**src/lwt_pkg.sv**
```systemverilog
// constants and types for the loop watchdog / interval timer
package lwt_pkg;
    localparam int LWT_CLK_HZ = 20_000_000;
    localparam int LWT_REG_W = 8;
    localparam int LWT_PRE_W = 10;
    localparam int LWT_CNT_W = 7;
    localparam int LWT_RUN_POS = 7;
    localparam int LWT_WDEN_POS = 4;
    localparam int LWT_ACT_POS = 3;
    localparam int LWT_SEL_LO = 0;
    localparam int LWT_SEL_HI = 2;
    localparam logic [7:0] LWT_MODE_RST = 8'h00;
    localparam logic [2:0] LWT_SEL_RST = 3'h0;
    localparam logic [LWT_CNT_W-1:0] LWT_CNT_RST = 7'h00;
    localparam logic [LWT_CNT_W-1:0] LWT_CNT_LAST = 7'h7f;
    localparam logic [LWT_PRE_W-1:0] LWT_PRE_RST = 10'h000;
    localparam logic [LWT_PRE_W-1:0] LWT_DIV_2E4 = 10'h00f;
    localparam logic [LWT_PRE_W-1:0] LWT_DIV_2E6 = 10'h03f;
    localparam logic [LWT_PRE_W-1:0] LWT_DIV_2E8 = 10'h0ff;
    localparam logic [LWT_PRE_W-1:0] LWT_DIV_2E10 = 10'h3ff;

    typedef enum logic [1:0] {
        LWT_STOPPED,
        LWT_INTERVAL,
        LWT_WD_NMI,
        LWT_WD_RESET
    } lwt_mode_e;

    typedef struct packed {
        logic run;
        logic wden;
        logic act;
    } lwt_ctrl_s;
endpackage : lwt_pkg

```
**src/lwt_watchdog.sv**
```systemverilog
// loop watchdog and interval timer top level
module lwt_watchdog import lwt_pkg::*; (
    input wire logic clk,
    input wire logic rst_n,
    input wire logic mode_wr,
    input wire logic [7:0] mode_wdata,
    input wire logic cs_wr,
    input wire logic [7:0] cs_wdata,
    input wire logic cpu_stop,
    input wire logic cpu_on_subclock,
    input wire logic interval_irq_mask,
    input wire logic irq_flag_clr,
    output logic [7:0] wd_mode_register,
    output logic [7:0] wd_clock_select_register,
    output logic wd_irq_request_flag,
    output logic interval_overflow_irq,
    output logic nmi_req,
    output logic wdt_reset_req
);
    lwt_ctrl_s ctrl;
    lwt_ctrl_s next_ctrl;
    logic [2:0] sel;
    logic [2:0] next_sel;
    lwt_mode_e mode;
    logic restart;
    logic count_en;
    logic tick;
    logic ovf;
    logic [LWT_CNT_W-1:0] cnt;
    logic wden_rise;
    logic next_flag;
    logic next_irq;
    logic next_nmi;
    logic next_rst;

    // control registers
    always_comb begin
        next_ctrl.run = ctrl.run | (mode_wr & mode_wdata[LWT_RUN_POS]);
        next_ctrl.wden = ctrl.wden | (mode_wr & mode_wdata[LWT_WDEN_POS]);
        next_ctrl.act = ctrl.act | (mode_wr & mode_wdata[LWT_ACT_POS]);
        next_sel = cs_wr ? cs_wdata[LWT_SEL_HI:LWT_SEL_LO] : sel;
        restart = mode_wr & mode_wdata[LWT_RUN_POS];
        wden_rise = next_ctrl.wden & ~ctrl.wden;
    end

    always_ff @(posedge clk or negedge rst_n) begin
        if (!rst_n) begin
            ctrl <= '0;
            sel <= LWT_SEL_RST;
        end else begin
            ctrl <= next_ctrl;
            sel <= next_sel;
        end
    end

    // mode decode; interval needs wden low so it is unreachable once set
    always_comb begin
        unique case ({ctrl.wden, ctrl.act})
            2'b00: mode = LWT_STOPPED;
            2'b01: mode = LWT_INTERVAL;
            2'b10: mode = LWT_WD_NMI;
            2'b11: mode = LWT_WD_RESET;
        endcase
        // halt does not gate counting
        count_en = ctrl.run && (mode != LWT_STOPPED) && !cpu_stop
            && !cpu_on_subclock;
    end

    lwt_prescaler u_pre (
        .clk(clk),
        .rst_n(rst_n),
        .en(count_en),
        .sel(sel),
        .tick(tick)
    );

    lwt_counter u_cnt (
        .clk(clk),
        .rst_n(rst_n),
        .clr(restart),
        .tick(tick),
        .cnt(cnt),
        .ovf(ovf)
    );

    // overflow actions and request flag
    always_comb begin
        next_flag = wd_irq_request_flag;
        if (irq_flag_clr) begin
            next_flag = 1'b0;
        end
        if (ovf && (mode != LWT_STOPPED)) begin
            next_flag = 1'b1; // set wins over clear
        end
        next_irq = next_flag && !interval_irq_mask
            && (mode == LWT_INTERVAL);
        next_nmi = (ovf && (mode == LWT_WD_NMI))
            || (wden_rise && wd_irq_request_flag);
        next_rst = ovf && (mode == LWT_WD_RESET);
    end

    always_ff @(posedge clk or negedge rst_n) begin
        if (!rst_n) begin
            wd_irq_request_flag <= 1'b0;
            interval_overflow_irq <= 1'b0;
            nmi_req <= 1'b0;
            wdt_reset_req <= 1'b0;
            wd_mode_register <= LWT_MODE_RST;
            wd_clock_select_register <= LWT_MODE_RST;
        end else begin
            wd_irq_request_flag <= next_flag;
            interval_overflow_irq <= next_irq;
            nmi_req <= next_nmi;
            wdt_reset_req <= next_rst;
            wd_mode_register <= {next_ctrl.run, 2'b00, next_ctrl.wden, next_ctrl.act, 3'b000};
            wd_clock_select_register <= {5'b00000, next_sel};
        end
    end

    property p_run_sticky;
        @(posedge clk) disable iff (!rst_n) ctrl.run |=> ctrl.run;
    endproperty
    a_run_sticky: assert property (p_run_sticky) else $error("run bit cleared");

    property p_mode_sticky;
        @(posedge clk) disable iff (!rst_n)
            (ctrl.wden || ctrl.act) |=> ($past(ctrl.wden) <= ctrl.wden)
            && ($past(ctrl.act) <= ctrl.act);
    endproperty
    a_mode_sticky: assert property (p_mode_sticky) else $error("mode bit cleared");

    property p_no_interval_after_wd;
        @(posedge clk) disable iff (!rst_n) ctrl.wden |-> ##[0:8] mode != LWT_INTERVAL;
    endproperty
    a_no_interval_after_wd: assert property (p_no_interval_after_wd)
        else $error("interval after watchdog");

    property p_restart;
        @(posedge clk) disable iff (!rst_n) restart |=> cnt == LWT_CNT_RST && !ovf;
    endproperty
    a_restart: assert property (p_restart) else $error("restart did not clear");

    property p_stop_freeze;
        @(posedge clk) disable iff (!rst_n)
            (cpu_stop || cpu_on_subclock) && !restart |=> $stable(cnt);
    endproperty
    a_stop_freeze: assert property (p_stop_freeze) else $error("counted while frozen");

    property p_nmi;
        @(posedge clk) disable iff (!rst_n)
            ovf && mode == LWT_WD_NMI |=> nmi_req && !wdt_reset_req ##1 wd_irq_request_flag;
    endproperty
    a_nmi: assert property (p_nmi) else $error("missing nmi");

    property p_reset;
        @(posedge clk) disable iff (!rst_n) ovf && mode == LWT_WD_RESET |=> wdt_reset_req;
    endproperty
    a_reset: assert property (p_reset) else $error("missing reset request");

    property p_interval_irq;
        @(posedge clk) disable iff (!rst_n)
            ovf && mode == LWT_INTERVAL && !interval_irq_mask |=> interval_overflow_irq;
    endproperty
    a_interval_irq: assert property (p_interval_irq) else $error("missing interval irq");

    property p_pending_nmi;
        @(posedge clk) disable iff (!rst_n)
            wden_rise && wd_irq_request_flag |=> nmi_req;
    endproperty
    a_pending_nmi: assert property (p_pending_nmi) else $error("pending flag no nmi");

    property p_no_ovf_stopped;
        @(posedge clk) disable iff (!rst_n) !ctrl.run |-> !tick;
    endproperty
    a_no_ovf_stopped: assert property (p_no_ovf_stopped) else $error("tick while stopped");

    property p_sel_readback;
        @(posedge clk) disable iff (!rst_n)
            cs_wr |=> wd_clock_select_register[2:0] == $past(cs_wdata[2:0]);
    endproperty
    a_sel_readback: assert property (p_sel_readback)
        else $error("select readback wrong");

    property p_mode_readback;
        @(posedge clk) disable iff (!rst_n)
            1'b1 |-> wd_mode_register == {ctrl.run, 2'b00, ctrl.wden, ctrl.act, 3'b000};
    endproperty
    a_mode_readback: assert property (p_mode_readback)
        else $error("mode readback wrong");

    property p_restart_sets_run;
        @(posedge clk) disable iff (!rst_n)
            restart |=> ctrl.run;
    endproperty
    a_restart_sets_run: assert property (p_restart_sets_run)
        else $error("run not set");

    property p_wden_set;
        @(posedge clk) disable iff (!rst_n)
            mode_wr && mode_wdata[LWT_WDEN_POS] |=> ctrl.wden;
    endproperty
    a_wden_set: assert property (p_wden_set)
        else $error("watchdog enable not set");

    property p_act_set;
        @(posedge clk) disable iff (!rst_n)
            mode_wr && mode_wdata[LWT_ACT_POS] |=> ctrl.act;
    endproperty
    a_act_set: assert property (p_act_set)
        else $error("action bit not set");

    property p_no_tick_stop;
        @(posedge clk) disable iff (!rst_n)
            cpu_stop |-> !tick;
    endproperty
    a_no_tick_stop: assert property (p_no_tick_stop)
        else $error("tick in stop");

    property p_no_tick_sub;
        @(posedge clk) disable iff (!rst_n)
            cpu_on_subclock |-> !tick;
    endproperty
    a_no_tick_sub: assert property (p_no_tick_sub)
        else $error("tick on subclock");

    property p_tick_counts;
        @(posedge clk) disable iff (!rst_n)
            tick && !restart |=> cnt == 7'($past(cnt) + 7'h01);
    endproperty
    a_tick_counts: assert property (p_tick_counts)
        else $error("tick not counted");

    property p_ovf_pulse;
        @(posedge clk) disable iff (!rst_n)
            ovf |=> !ovf;
    endproperty
    a_ovf_pulse: assert property (p_ovf_pulse)
        else $error("overflow too long");

    property p_reset_pulse;
        @(posedge clk) disable iff (!rst_n)
            wdt_reset_req |=> !wdt_reset_req;
    endproperty
    a_reset_pulse: assert property (p_reset_pulse)
        else $error("reset request too long");

    property p_nmi_only_wd;
        @(posedge clk) disable iff (!rst_n)
            nmi_req |-> ctrl.wden;
    endproperty
    a_nmi_only_wd: assert property (p_nmi_only_wd)
        else $error("nmi outside watchdog");

    property p_reset_only_mode2;
        @(posedge clk) disable iff (!rst_n)
            wdt_reset_req |-> ctrl.wden && ctrl.act;
    endproperty
    a_reset_only_mode2: assert property (p_reset_only_mode2)
        else $error("reset request wrong mode");

    property p_irq_only_interval;
        @(posedge clk) disable iff (!rst_n)
            interval_overflow_irq |-> $past(mode == LWT_INTERVAL);
    endproperty
    a_irq_only_interval: assert property (p_irq_only_interval)
        else $error("irq outside interval");

    property p_irq_masked;
        @(posedge clk) disable iff (!rst_n)
            interval_irq_mask |=> !interval_overflow_irq;
    endproperty
    a_irq_masked: assert property (p_irq_masked)
        else $error("masked irq raised");

    property p_irq_needs_flag;
        @(posedge clk) disable iff (!rst_n)
            interval_overflow_irq |-> wd_irq_request_flag;
    endproperty
    a_irq_needs_flag: assert property (p_irq_needs_flag)
        else $error("irq without flag");

    property p_flag_set;
        @(posedge clk) disable iff (!rst_n)
            ovf && mode != LWT_STOPPED |=> wd_irq_request_flag;
    endproperty
    a_flag_set: assert property (p_flag_set)
        else $error("flag not set");

    property p_flag_clr;
        @(posedge clk) disable iff (!rst_n)
            irq_flag_clr && !ovf |=> !wd_irq_request_flag;
    endproperty
    a_flag_clr: assert property (p_flag_clr)
        else $error("flag not cleared");

    property p_stopped_idle;
        @(posedge clk) disable iff (!rst_n)
            mode == LWT_STOPPED |-> !tick;
    endproperty
    a_stopped_idle: assert property (p_stopped_idle)
        else $error("tick in stopped mode");
endmodule : lwt_watchdog

```
**src/lwt_prescaler.sv**
```systemverilog
// main clock prescaler, counting only while en is high, with selectable tick
module lwt_prescaler import lwt_pkg::*; (
    input wire logic clk,
    input wire logic rst_n,
    input wire logic en,
    input wire logic [2:0] sel,
    output logic tick
);
    logic [LWT_PRE_W-1:0] pre;
    logic [LWT_PRE_W-1:0] next_pre;
    logic [LWT_PRE_W-1:0] div_mask;

    // bit 0 of the select code is ignored
    always_comb begin
        unique case (sel[2:1])
            2'h0: div_mask = LWT_DIV_2E4;
            2'h1: div_mask = LWT_DIV_2E6;
            2'h2: div_mask = LWT_DIV_2E8;
            2'h3: div_mask = LWT_DIV_2E10;
        endcase
        next_pre = en ? pre + 10'h001 : pre;
        tick = en && ((pre & div_mask) == div_mask);
    end

    // never cleared by a restart, hence the short first interval
    always_ff @(posedge clk or negedge rst_n) begin
        if (!rst_n) begin
            pre <= LWT_PRE_RST;
        end else begin
            pre <= next_pre;
        end
    end
endmodule : lwt_prescaler

```
**src/lwt_counter.sv**
```systemverilog
// 7-bit overflow counter driven by prescaler ticks
module lwt_counter import lwt_pkg::*; (
    input wire logic clk,
    input wire logic rst_n,
    input wire logic clr,
    input wire logic tick,
    output logic [LWT_CNT_W-1:0] cnt,
    output logic ovf
);
    logic [LWT_CNT_W-1:0] next_cnt;
    logic next_ovf;

    always_comb begin
        next_cnt = cnt;
        next_ovf = 1'b0;
        if (clr) begin
            next_cnt = LWT_CNT_RST;
        end else if (tick) begin
            next_cnt = cnt + 7'h01;
            next_ovf = (cnt == LWT_CNT_LAST);
        end
    end

    always_ff @(posedge clk or negedge rst_n) begin
        if (!rst_n) begin
            cnt <= LWT_CNT_RST;
            ovf <= 1'b0;
        end else begin
            cnt <= next_cnt;
            ovf <= next_ovf;
        end
    end
endmodule : lwt_counter

```
**config.mk**
```make
export PLATFORM = sky130hd
export DESIGN_NAME = lwt_watchdog
export DESIGN_NICKNAME = d
export VERILOG_FILES = /design/src/lwt_pkg.sv /design/src/lwt_watchdog.sv /design/src/lwt_prescaler.sv /design/src/lwt_counter.sv
export SDC_FILE = /design/constraint.sdc
export NUM_CORES = 1
export LEC_CHECK = 0
export ABC_CLOCK_PERIOD_IN_PS = 2000
export BUFFER_PORTS_ARGS = -buffer_cell sky130_fd_sc_hd__buf_4
export CORE_MARGIN = 2
export CORE_UTILIZATION = 40
export CTS_CLUSTER_SIZE = 30
export DETAILED_ROUTE_END_ITERATION = 12
export PLACE_DENSITY_LB_ADDON = 0.2
export SYNTH_ARGS = -nofsm -noshare
export SYNTH_HDL_FRONTEND = slang
export SYNTH_SLANG_ARGS = --single-unit
```
**constraint.sdc**
```tcl
create_clock -name clk -period 2 [get_ports clk]
set_input_delay 0.6 -clock clk [delete_from_list [all_inputs] [get_ports clk]]
set_output_delay 0.6 -clock clk [all_outputs]
set_load 0.05 [all_outputs]
```
==> After elaboration in Yosys (flattened, before gate mapping) <==
Cells that the tools add are included.
{ "op_classes": {"n_addsub": 2, "n_eq_ne": 11, "muxes": 9, "bitwise_logic": 9, "reduce_logical": 18} }
{ "ops": {"columns": ["op", "n"], "rows": [
  ["$pmux 10 s4", 1],
  ["$mux 7", 2],
  ["$eq 2x2->1 const B", 6],
  ["$add 10x1->10 const B", 1],
  ["$and 10x10->10", 1],
  ["$eq 10x10->1", 1],
  ["$logic_and 1x1->1", 10],
  ["$pmux 2 s4", 1],
  ["$add 7x1->7 const B", 1],
  ["$eq 7x7->1 const B", 1],
  ["$eq 2x1->1 const B", 3],
  ["$and 1x1->1", 4],
  ["$logic_not 2->1", 2],
  ["$mux 1", 4],
  ["$reduce_bool 2->1", 2],
  ["$logic_not 1->1", 3],
  ["$mux 3", 1],
  ["$or 1x1->1", 3],
  ["$logic_or 1x1->1", 1],
  ["$not 1->1", 1]
]} }
{ "word_totals": {"regBits": 31, "in_bits": 24, "out_inout_bits": 20, "elab_cells": 61} }

==> Logic depth before layout (Yosys ltp) <==
Gate-level depths: netlist of the first run.
{ "depth": {"depth_word": 9, "depth_mapped": 6, "mapped_depth_nobuf": 5} }

==> Modules after synthesis <==
A second synthesis of the first run with hierarchy kept.
{ "unflattened": {"hier_cells": 112, "hier_area_um2": 1302.5} }
{ "by_module_without_submodules": {"columns": ["mod", "instances", "cells_each", "area_each_um2", "seq_area_each_um2"], "rows": [
  ["lwt_watchdog", 1, 39, 466.7, 250.2],
  ["lwt_prescaler", 1, 38, 460.4, 250.2],
  ["lwt_counter", 1, 35, 375.4, 200.2]
]} }

==> Worst setup path after synthesis of the first run <==
OpenSTA, ideal clock, no wires.
{ "synth_timing": {"path_type": "flip-flop to flip-flop", "startpoint": "register, netlist name wd_mode_register[4]", "endpoint": "register u_cnt.cnt[3]", "setup_time_ns": 0.077, "arrival_time_ns": 1.657, "required_time_ns": 1.923, "path_slack_ns": 0.265, "stages_incl_launch_ff": 5, "n_path_buf": 0, "synth_period_minus_slack_ns": 1.735, "path_cell_list": "dfrtp_1 -> o211a_4 -> o211ai_4 -> or4_1 -> a21oi_1"} }
{ "synth_lines": {"columns": ["item", "line_no", "source"], "rows": [
  ["to (signal assigned)", "lwt_counter.sv:29", "cnt <= next_cnt;"],
  ["to (decl)", "lwt_counter.sv:7", "output logic [LWT_CNT_W-1:0] cnt,"]
]} }

==> Worst setup path in the final report of the first run <==
{ "layout_timing": {"startpoint": "register wd_mode_register[4]", "endpoint": "output port wd_mode_register[4]"} }
{ "layout_lines": {"columns": ["item", "line_no", "source"], "rows": [
  ["from (decl)", "lwt_watchdog.sv:13", "output logic [7:0] wd_mode_register,"],
  ["from (signal assigned)", "lwt_watchdog.sv:115", "wd_mode_register <= {next_ctrl.run, 2'b00, next_ctrl.wden, next_ctrl.act, 3'b000};"]
]} }
No word-level cell between the ends.

==> results of run 1 <==
[worst paths after layout]
kind / slack [ns] / end / from
worst max-delay path: 0.27 / wd_mode_register[4] / wd_mode_register[4]
worst min register to register: 0.49 / u_pre.pre[9] / u_pre.pre[9]
min in group clk: 0.45 / wd_irq_request_flag / irq_flag_clr
worst max register to register: 0.33 / u_cnt.cnt[6] / u_pre.pre[4]
max in group asynchronous: 1.58 / u_cnt.cnt[3] / rst_n
worst min-delay path: 0.16 / u_pre.pre[0] / rst_n
[routing by layer]
metal	GRT usage (%)	vias to the layer above	wire, um
met5	0	-	0
met4	3.333	0	17
met3	3.243	2	95
met2	21.91	16	1181
met1	17.08	481	1151
li1	-	472	-
[state kept, by name, summed over array words and instances (netlist names)]
register,cells
u_pre.pre,10
u_cnt.cnt,7
wd_clock_select_register,3
wd_mode_register,3
interval_overflow_irq,1
nmi_req,1
u_cnt.ovf,1
wd_irq_request_flag,1
wdt_reset_req,1
[cell usage after synthesis (2+ instances only)]
cell type	count	area (um2)
a21o_1	2	15.01
nand3_1	6	30.03
xor2_1	3	26.28
inv_1	6	22.52
dfrtp_1	28	700.7
a21oi_1	6	30.03
nand2_1	6	22.52
buf_4	10	75.07
nand4_1	3	18.77
or4_1	5	37.54
mux2_2	3	33.78
ha_1	2	25.02
and3_1	3	18.77
xnor2_1	6	52.55
o21ai_0	5	25.02
o31ai_1	6	45.04
nand3b_1	2	15.01
or2_2	2	12.51
nor2_1	5	18.77
[layout make-up]
class | instances | area [um2]
multi-input cells | 87 | 585.6
flip-flops and latches | 28 | 700.7
clock buffers | 3 | 22.52
fillers | 317 | 1712
inverters | 6 | 22.52
well taps | 46 | 57.56
repair buffers | 24 | 180.2
clock inverters | 1 | 30.03
[placed cells by master, fill, tap and decap left out, types with 2 or more instances in the layout]
cell      count
o31ai_1       6
mux2_2        3
o21ai_0       5
buf_4        24
dfrtp_1      28
or4_1         5
a21o_1        2
nand3b_1      2
ha_1          2
clkbuf_4      3
xor2_1        3
nor2_1        5
xnor2_1       6
and3_1        3
nand4_1       3
or2_2         2
a21oi_1       6
nand2_1       6
nand3_1       6
conb_1       10
inv_1         6
[kinds of logic after synthesis]
group	after synthesis	synth area share (%)
DFF	28	51.14
buffers and inverters	19	8.584
other	1	0.2737
and+or+nand+nor	39	17.08
muxes	3	2.466
AOI/OAI and AO/OA	24	12.88
xor gates and xnor gates	9	5.754
adders and majority gates	2	1.826
[report_power, final]
| group | switching (uW) | internal (uW) |
|---|---|---|
| Combinational | 150 | 105 |
| Clock | 172 | 203 |
| Sequential | 63.8 | 625 |
[through the flow]
stage                     utilization, %  power [uW]
after floorplan                        -       891.2
final                              48.30        1319
after detailed placement           46.71       957.3
after CTS                          48.30        1329
after global routing               48.30        1388
after global placement             46.71       939.9
==> results.sh, run 1 <==
export IMPL_status="finished clean"
export IMPL_routed_via_density=4.979
export IMPL_core_um2=3311
export IMPL_drc_errors=0
export IMPL_path_buf_inv=1
export IMPL_grt_antenna_before_repair=0
export IMPL_via_count=971
export IMPL_cts_root_buf="clkbuf_4"
export IMPL_htreeDepth=1
export IMPL_start_kind="register"
export IMPL_worstPathCellList="buf_4"
export IMPL_leakage_uw=0.0007118
export IMPL_gp_routability_congestion=0.7710
export IMPL_start_util_pct=41.38
export IMPL_grt_first_pass_wirelength_um=4243
export IMPL_cellPowerDensity_nw_per_um2=824.9
export IMPL_avgSynthCellArea_um2=10.96
export IMPL_whs_ns=0.1570
export IMPL_tns_ns=0
export IMPL_drv_cap=0
export IMPL_postCtsResizedCells=0
export IMPL_die_w_um=62.53
export IMPL_fin_cells=195
export IMPL_die_area_um2=3909
export IMPL_final_hold_violation_count=0
export IMPL_nNetsFinal=176
export IMPL_ios=44
export IMPL_finalInstanceArea_um2=1599
export IMPL_clk_pin_slew_ns=0.16
export IMPL_antenna_cells=0
export IMPL_ctsHoldBuffers=0
export IMPL_overflow=0
export IMPL_setup_viol=0
export IMPL_wl_um=2446
export IMPL_die_y_um=62.53
export IMPL_fin_crit_sh_pct=86.43
export IMPL_ant_nets=0
export IMPL_worst_setup_path_end_kind="primary output"
export IMPL_clk_latency_ns=0.33
export IMPL_track_usage_pct=13.11
export IMPL_critical_path_depth=1
export IMPL_grt_max_degree=29
export IMPL_yosys_warnings=0
export IMPL_fin_ws_ns=0.2713
export IMPL_async_reset_ff_share_pct=100.0
export IMPL_postCtsSetupBuffers=0
export IMPL_first_pass_iters=4
export IMPL_worst_ep_required_time_ns=1.40
export IMPL_cts_made_buffers=3
export IMPL_area_growth_pct=16.71
export IMPL_ir_worst_vdd_v=0.0003032
export IMPL_syn_inst=125
export IMPL_yosysSeqAreaShare_pct=51.14
export IMPL_synth_edf_count=0
export IMPL_cp_arrival_ns=1.13
export IMPL_ys_types=35
export IMPL_io_buffers=23
export IMPL_fin_skew_ns=0.003033
export IMPL_drive_gt1_share_pct=24.16
export IMPL_clockBufferDepth=2
export IMPL_synthesis_area_um2=1370
export IMPL_slowest_stage="dfrtp_1"
export IMPL_placed_cell_area_um2=1546
export IMPL_cp_max_fo=9
export IMPL_synthFlopType="dfrtp_1"
export IMPL_synth_seq_cells=28
export IMPL_ff2ff_path_depth=4
export IMPL_crit_type="register to primary output"
export IMPL_cts_tree="done"
export IMPL_dp_cells=191
export IMPL_drt_initial_drc_count=39
export IMPL_pre_cts_slack_ns=0.06098
export IMPL_cts_sinks=28
export IMPL_hp_class="primary input to asynchronous set/reset pin"
export IMPL_crit_family="flip-flops"
export IMPL_fmaxAchievable_mhz=578.5
export IMPL_rows=21
export IMPL_finalCriticalPeriod_ns=1.729
export IMPL_max_stage_delay_ns=0.54
export IMPL_grt_pass1_vias=943
export IMPL_wl_per_cell_um=12.54
export IMPL_final_max_slew_violation_count=0
export IMPL_rsz0062_at_grt="false"
export IMPL_dp_hpwl_um=1747
Note: power is estimated with default switching activity, not from simulation.
==> run 2, diff against run 1 <==
--- a/config.mk
+++ b/config.mk
@@ -12,6 +12,7 @@
 export CTS_CLUSTER_SIZE = 30
 export DETAILED_ROUTE_END_ITERATION = 12
 export PLACE_DENSITY_LB_ADDON = 0.2
+export SETUP_SLACK_MARGIN = 0.4
 export SYNTH_ARGS = -nofsm -noshare
 export SYNTH_HDL_FRONTEND = slang
 export SYNTH_SLANG_ARGS = --single-unit
==> results.sh, run 2 (synthesized netlist as in run 1, its figures left out) <==
export IMPL_status="finished clean"
export IMPL_hp_class="primary input to asynchronous set/reset pin"
export IMPL_finalCriticalPeriod_ns=1.616
export IMPL_dp_hpwl_um=1700
export IMPL_rr_endpoint="u_cnt.cnt[6]"
export IMPL_largest_register="u_pre.pre"
export IMPL_fillCellCount=338
export IMPL_reg_largest_list="u_pre.pre x10, u_cnt.cnt x7"
export IMPL_cts_sinks=28
export IMPL_grt_antenna_before_repair=0
export IMPL_antenna_cells=0
export IMPL_fmaxAchievable_mhz=618.9
export IMPL_wl_per_cell_um=13.29
export IMPL_routed_via_density=4.946
export IMPL_start_kind="register"
export IMPL_clk_latency_ns=0.34
export IMPL_fin_skew_ns=0.01661
export IMPL_core_um2=3311
export IMPL_die_area_um2=3909
export IMPL_overflow=0
export IMPL_clkPwrFrac_pct=28.1
export IMPL_via_count=1014
export IMPL_drv_cap=0
export IMPL_ios=44
export IMPL_cp_startpoint="u_cnt.cnt[1]"
export IMPL_slowest_stage="or4_1"
export IMPL_gp_routability_congestion=0.7530
export IMPL_cp_arrival_ns=1.90
export IMPL_final_common_cell="buf_4"
export IMPL_final_hold_violation_count=0
export IMPL_setup_viol=0
export IMPL_io_buffers=23
export IMPL_cts_root_buf="clkbuf_4"
export IMPL_wl_um=2725
export IMPL_htreeDepth=1
export IMPL_r2r_start="u_cnt.cnt[1]"
export IMPL_max_stage_delay_ns=0.47
export IMPL_grt_first_pass_wirelength_um=4057
export IMPL_seqPwrFrac_pct=51.5
export IMPL_drt_initial_drc_count=67
export IMPL_final_max_slew_violation_count=0
export IMPL_rows=21
export IMPL_crit_end="u_cnt.cnt[6]"
export IMPL_cp_max_fo=3
export IMPL_drc_errors=0
export IMPL_worstPathCellList="ha_4 > nand4_1 > or2_4 > or4_1 > a21oi_1"
export IMPL_die_w_um=62.53
export IMPL_comb_power_share_pct=20.4
export IMPL_cts_made_buffers=3
export IMPL_worst_setup_path_end_kind="register"
export IMPL_ant_nets=0
export IMPL_r2r_setup_slack_ns=0.38
export IMPL_cellPowerDensity_nw_per_um2=768.9
export IMPL_first_pass_iters=4
export IMPL_tns_ns=0
export IMPL_clockBufferDepth=2
export IMPL_rsz0062_at_grt="true"
export IMPL_grt_pass1_vias=925
export IMPL_grt_max_degree=29
export IMPL_fin_cells=205
export IMPL_dp_cells=190
export IMPL_ir_worst_vdd_v=0.0003456
export IMPL_largest_reg_flops=10
export IMPL_p_switching_uw=391.6
export IMPL_start_util_pct=41.38
export IMPL_nNetsFinal=186
export IMPL_swShare_pct=29.39
export IMPL_leakage_uw=0.0007623
export IMPL_crit_type="register to register"
export IMPL_cts_tree="done"
export IMPL_track_usage_pct=12.69
export IMPL_clk_pin_slew_ns=0.16
export IMPL_area_growth_pct=26.48
export IMPL_intPower_uw=940.9
export IMPL_die_y_um=62.53
export IMPL_final_cell_mix="buf_4 (30), dfrtp_1 (24), conb_1 (10)"
export IMPL_worst_ep_required_time_ns=2.28
export IMPL_ff2ff_path_depth=5
export IMPL_fin_crit_sh_pct=80.79
export IMPL_drive_gt1_share_pct=35.85
==> run 2: cell types whose count changed in the layout (fill, tap and decap cells not counted), sizes merged <==
cell    before  now
buf         24   33
o211ai       2    3
==> run 2: layout make-up <==
cell class / instances / area (um2) / share of cell area (%)
multi-input cells: 88 / 635.6 / 36.68
flip-flops and latches: 28 / 705.7 / 40.72
well taps: 46 / 57.56 / 3.321
inverters: 6 / 22.52 / 1.300
repair buffers: 33 / 259.0 / 14.95
clock buffers: 3 / 22.52 / 1.300
clock inverters: 1 / 30.03 / 1.733
==> run 2: how the worst min path moves through the flow <==
stage                       endpoint  slack, ns  depth (start not counted)
2_1_floorplan  interval_overflow_irq       0.30                          0
3_3_place_gp            u_pre.pre[9]       0.46                          1
3_5_place_dp            u_pre.pre[9]       0.46                          1
4_1_cts        interval_overflow_irq       0.16                          1
5_1_grt        interval_overflow_irq       0.15                          1
6_report       interval_overflow_irq       0.14                          1
==> run 2: timing repair <==
item,in CTS,in global routing
gates resized for setup,3,10
hold buffers,0,0
setup buffers,5,5
endpoints found under the setup margin,8,8
cloned,0,1
pin swaps,0,4
==> run 2: worst max-delay path, delay by kind of cell, from the launching register on <==
| family | cells | cell delay (ns) |
|---|---|---|
| DFF | 1 | 0.43 |
| and+or+nand+nor | 3 | 0.82 |
| adders and majority gates | 1 | 0.16 |
| AOI/OAI and AO/OA | 1 | 0.15 |
==> run 2: metal layers <==
layer	routed length, um	vias up	global-route usage, %
li1	-	495	-
met1	1203	494	16.13
met2	1380	20	21.51
met3	108	5	2.703
met4	33	0	4.167
met5	0	-	0
==> run 2: power by group through the flow <==
stage,Combinational (uW),Clock (uW),Sequential [uW]
5_1_grt,300,401,696
4_1_cts,260,382,686
3_3_place_gp,246,0,694
6_report,272,375,686
3_5_place_dp,256,0,698
2_1_floorplan,188,0,704
==> run 2: metrics by stage <==
step | hold slack (ns) | worst slack, ns | power [uW] | util, % | area, um2
after floorplan | 0.3044 | 0.3623 | 891.6 | - | 1409
after global placement | 0.4571 | 0.1514 | 940.0 | 46.64 | 1544
after detailed placement | 0.4627 | 0.1231 | 953.6 | 46.64 | 1544
after CTS | 0.1552 | 0.3504 | 1327 | 49.58 | 1642
after global routing | 0.1511 | 0.3334 | 1397 | 52.34 | 1733
final | 0.1374 | 0.3841 | 1333 | 52.34 | 1733
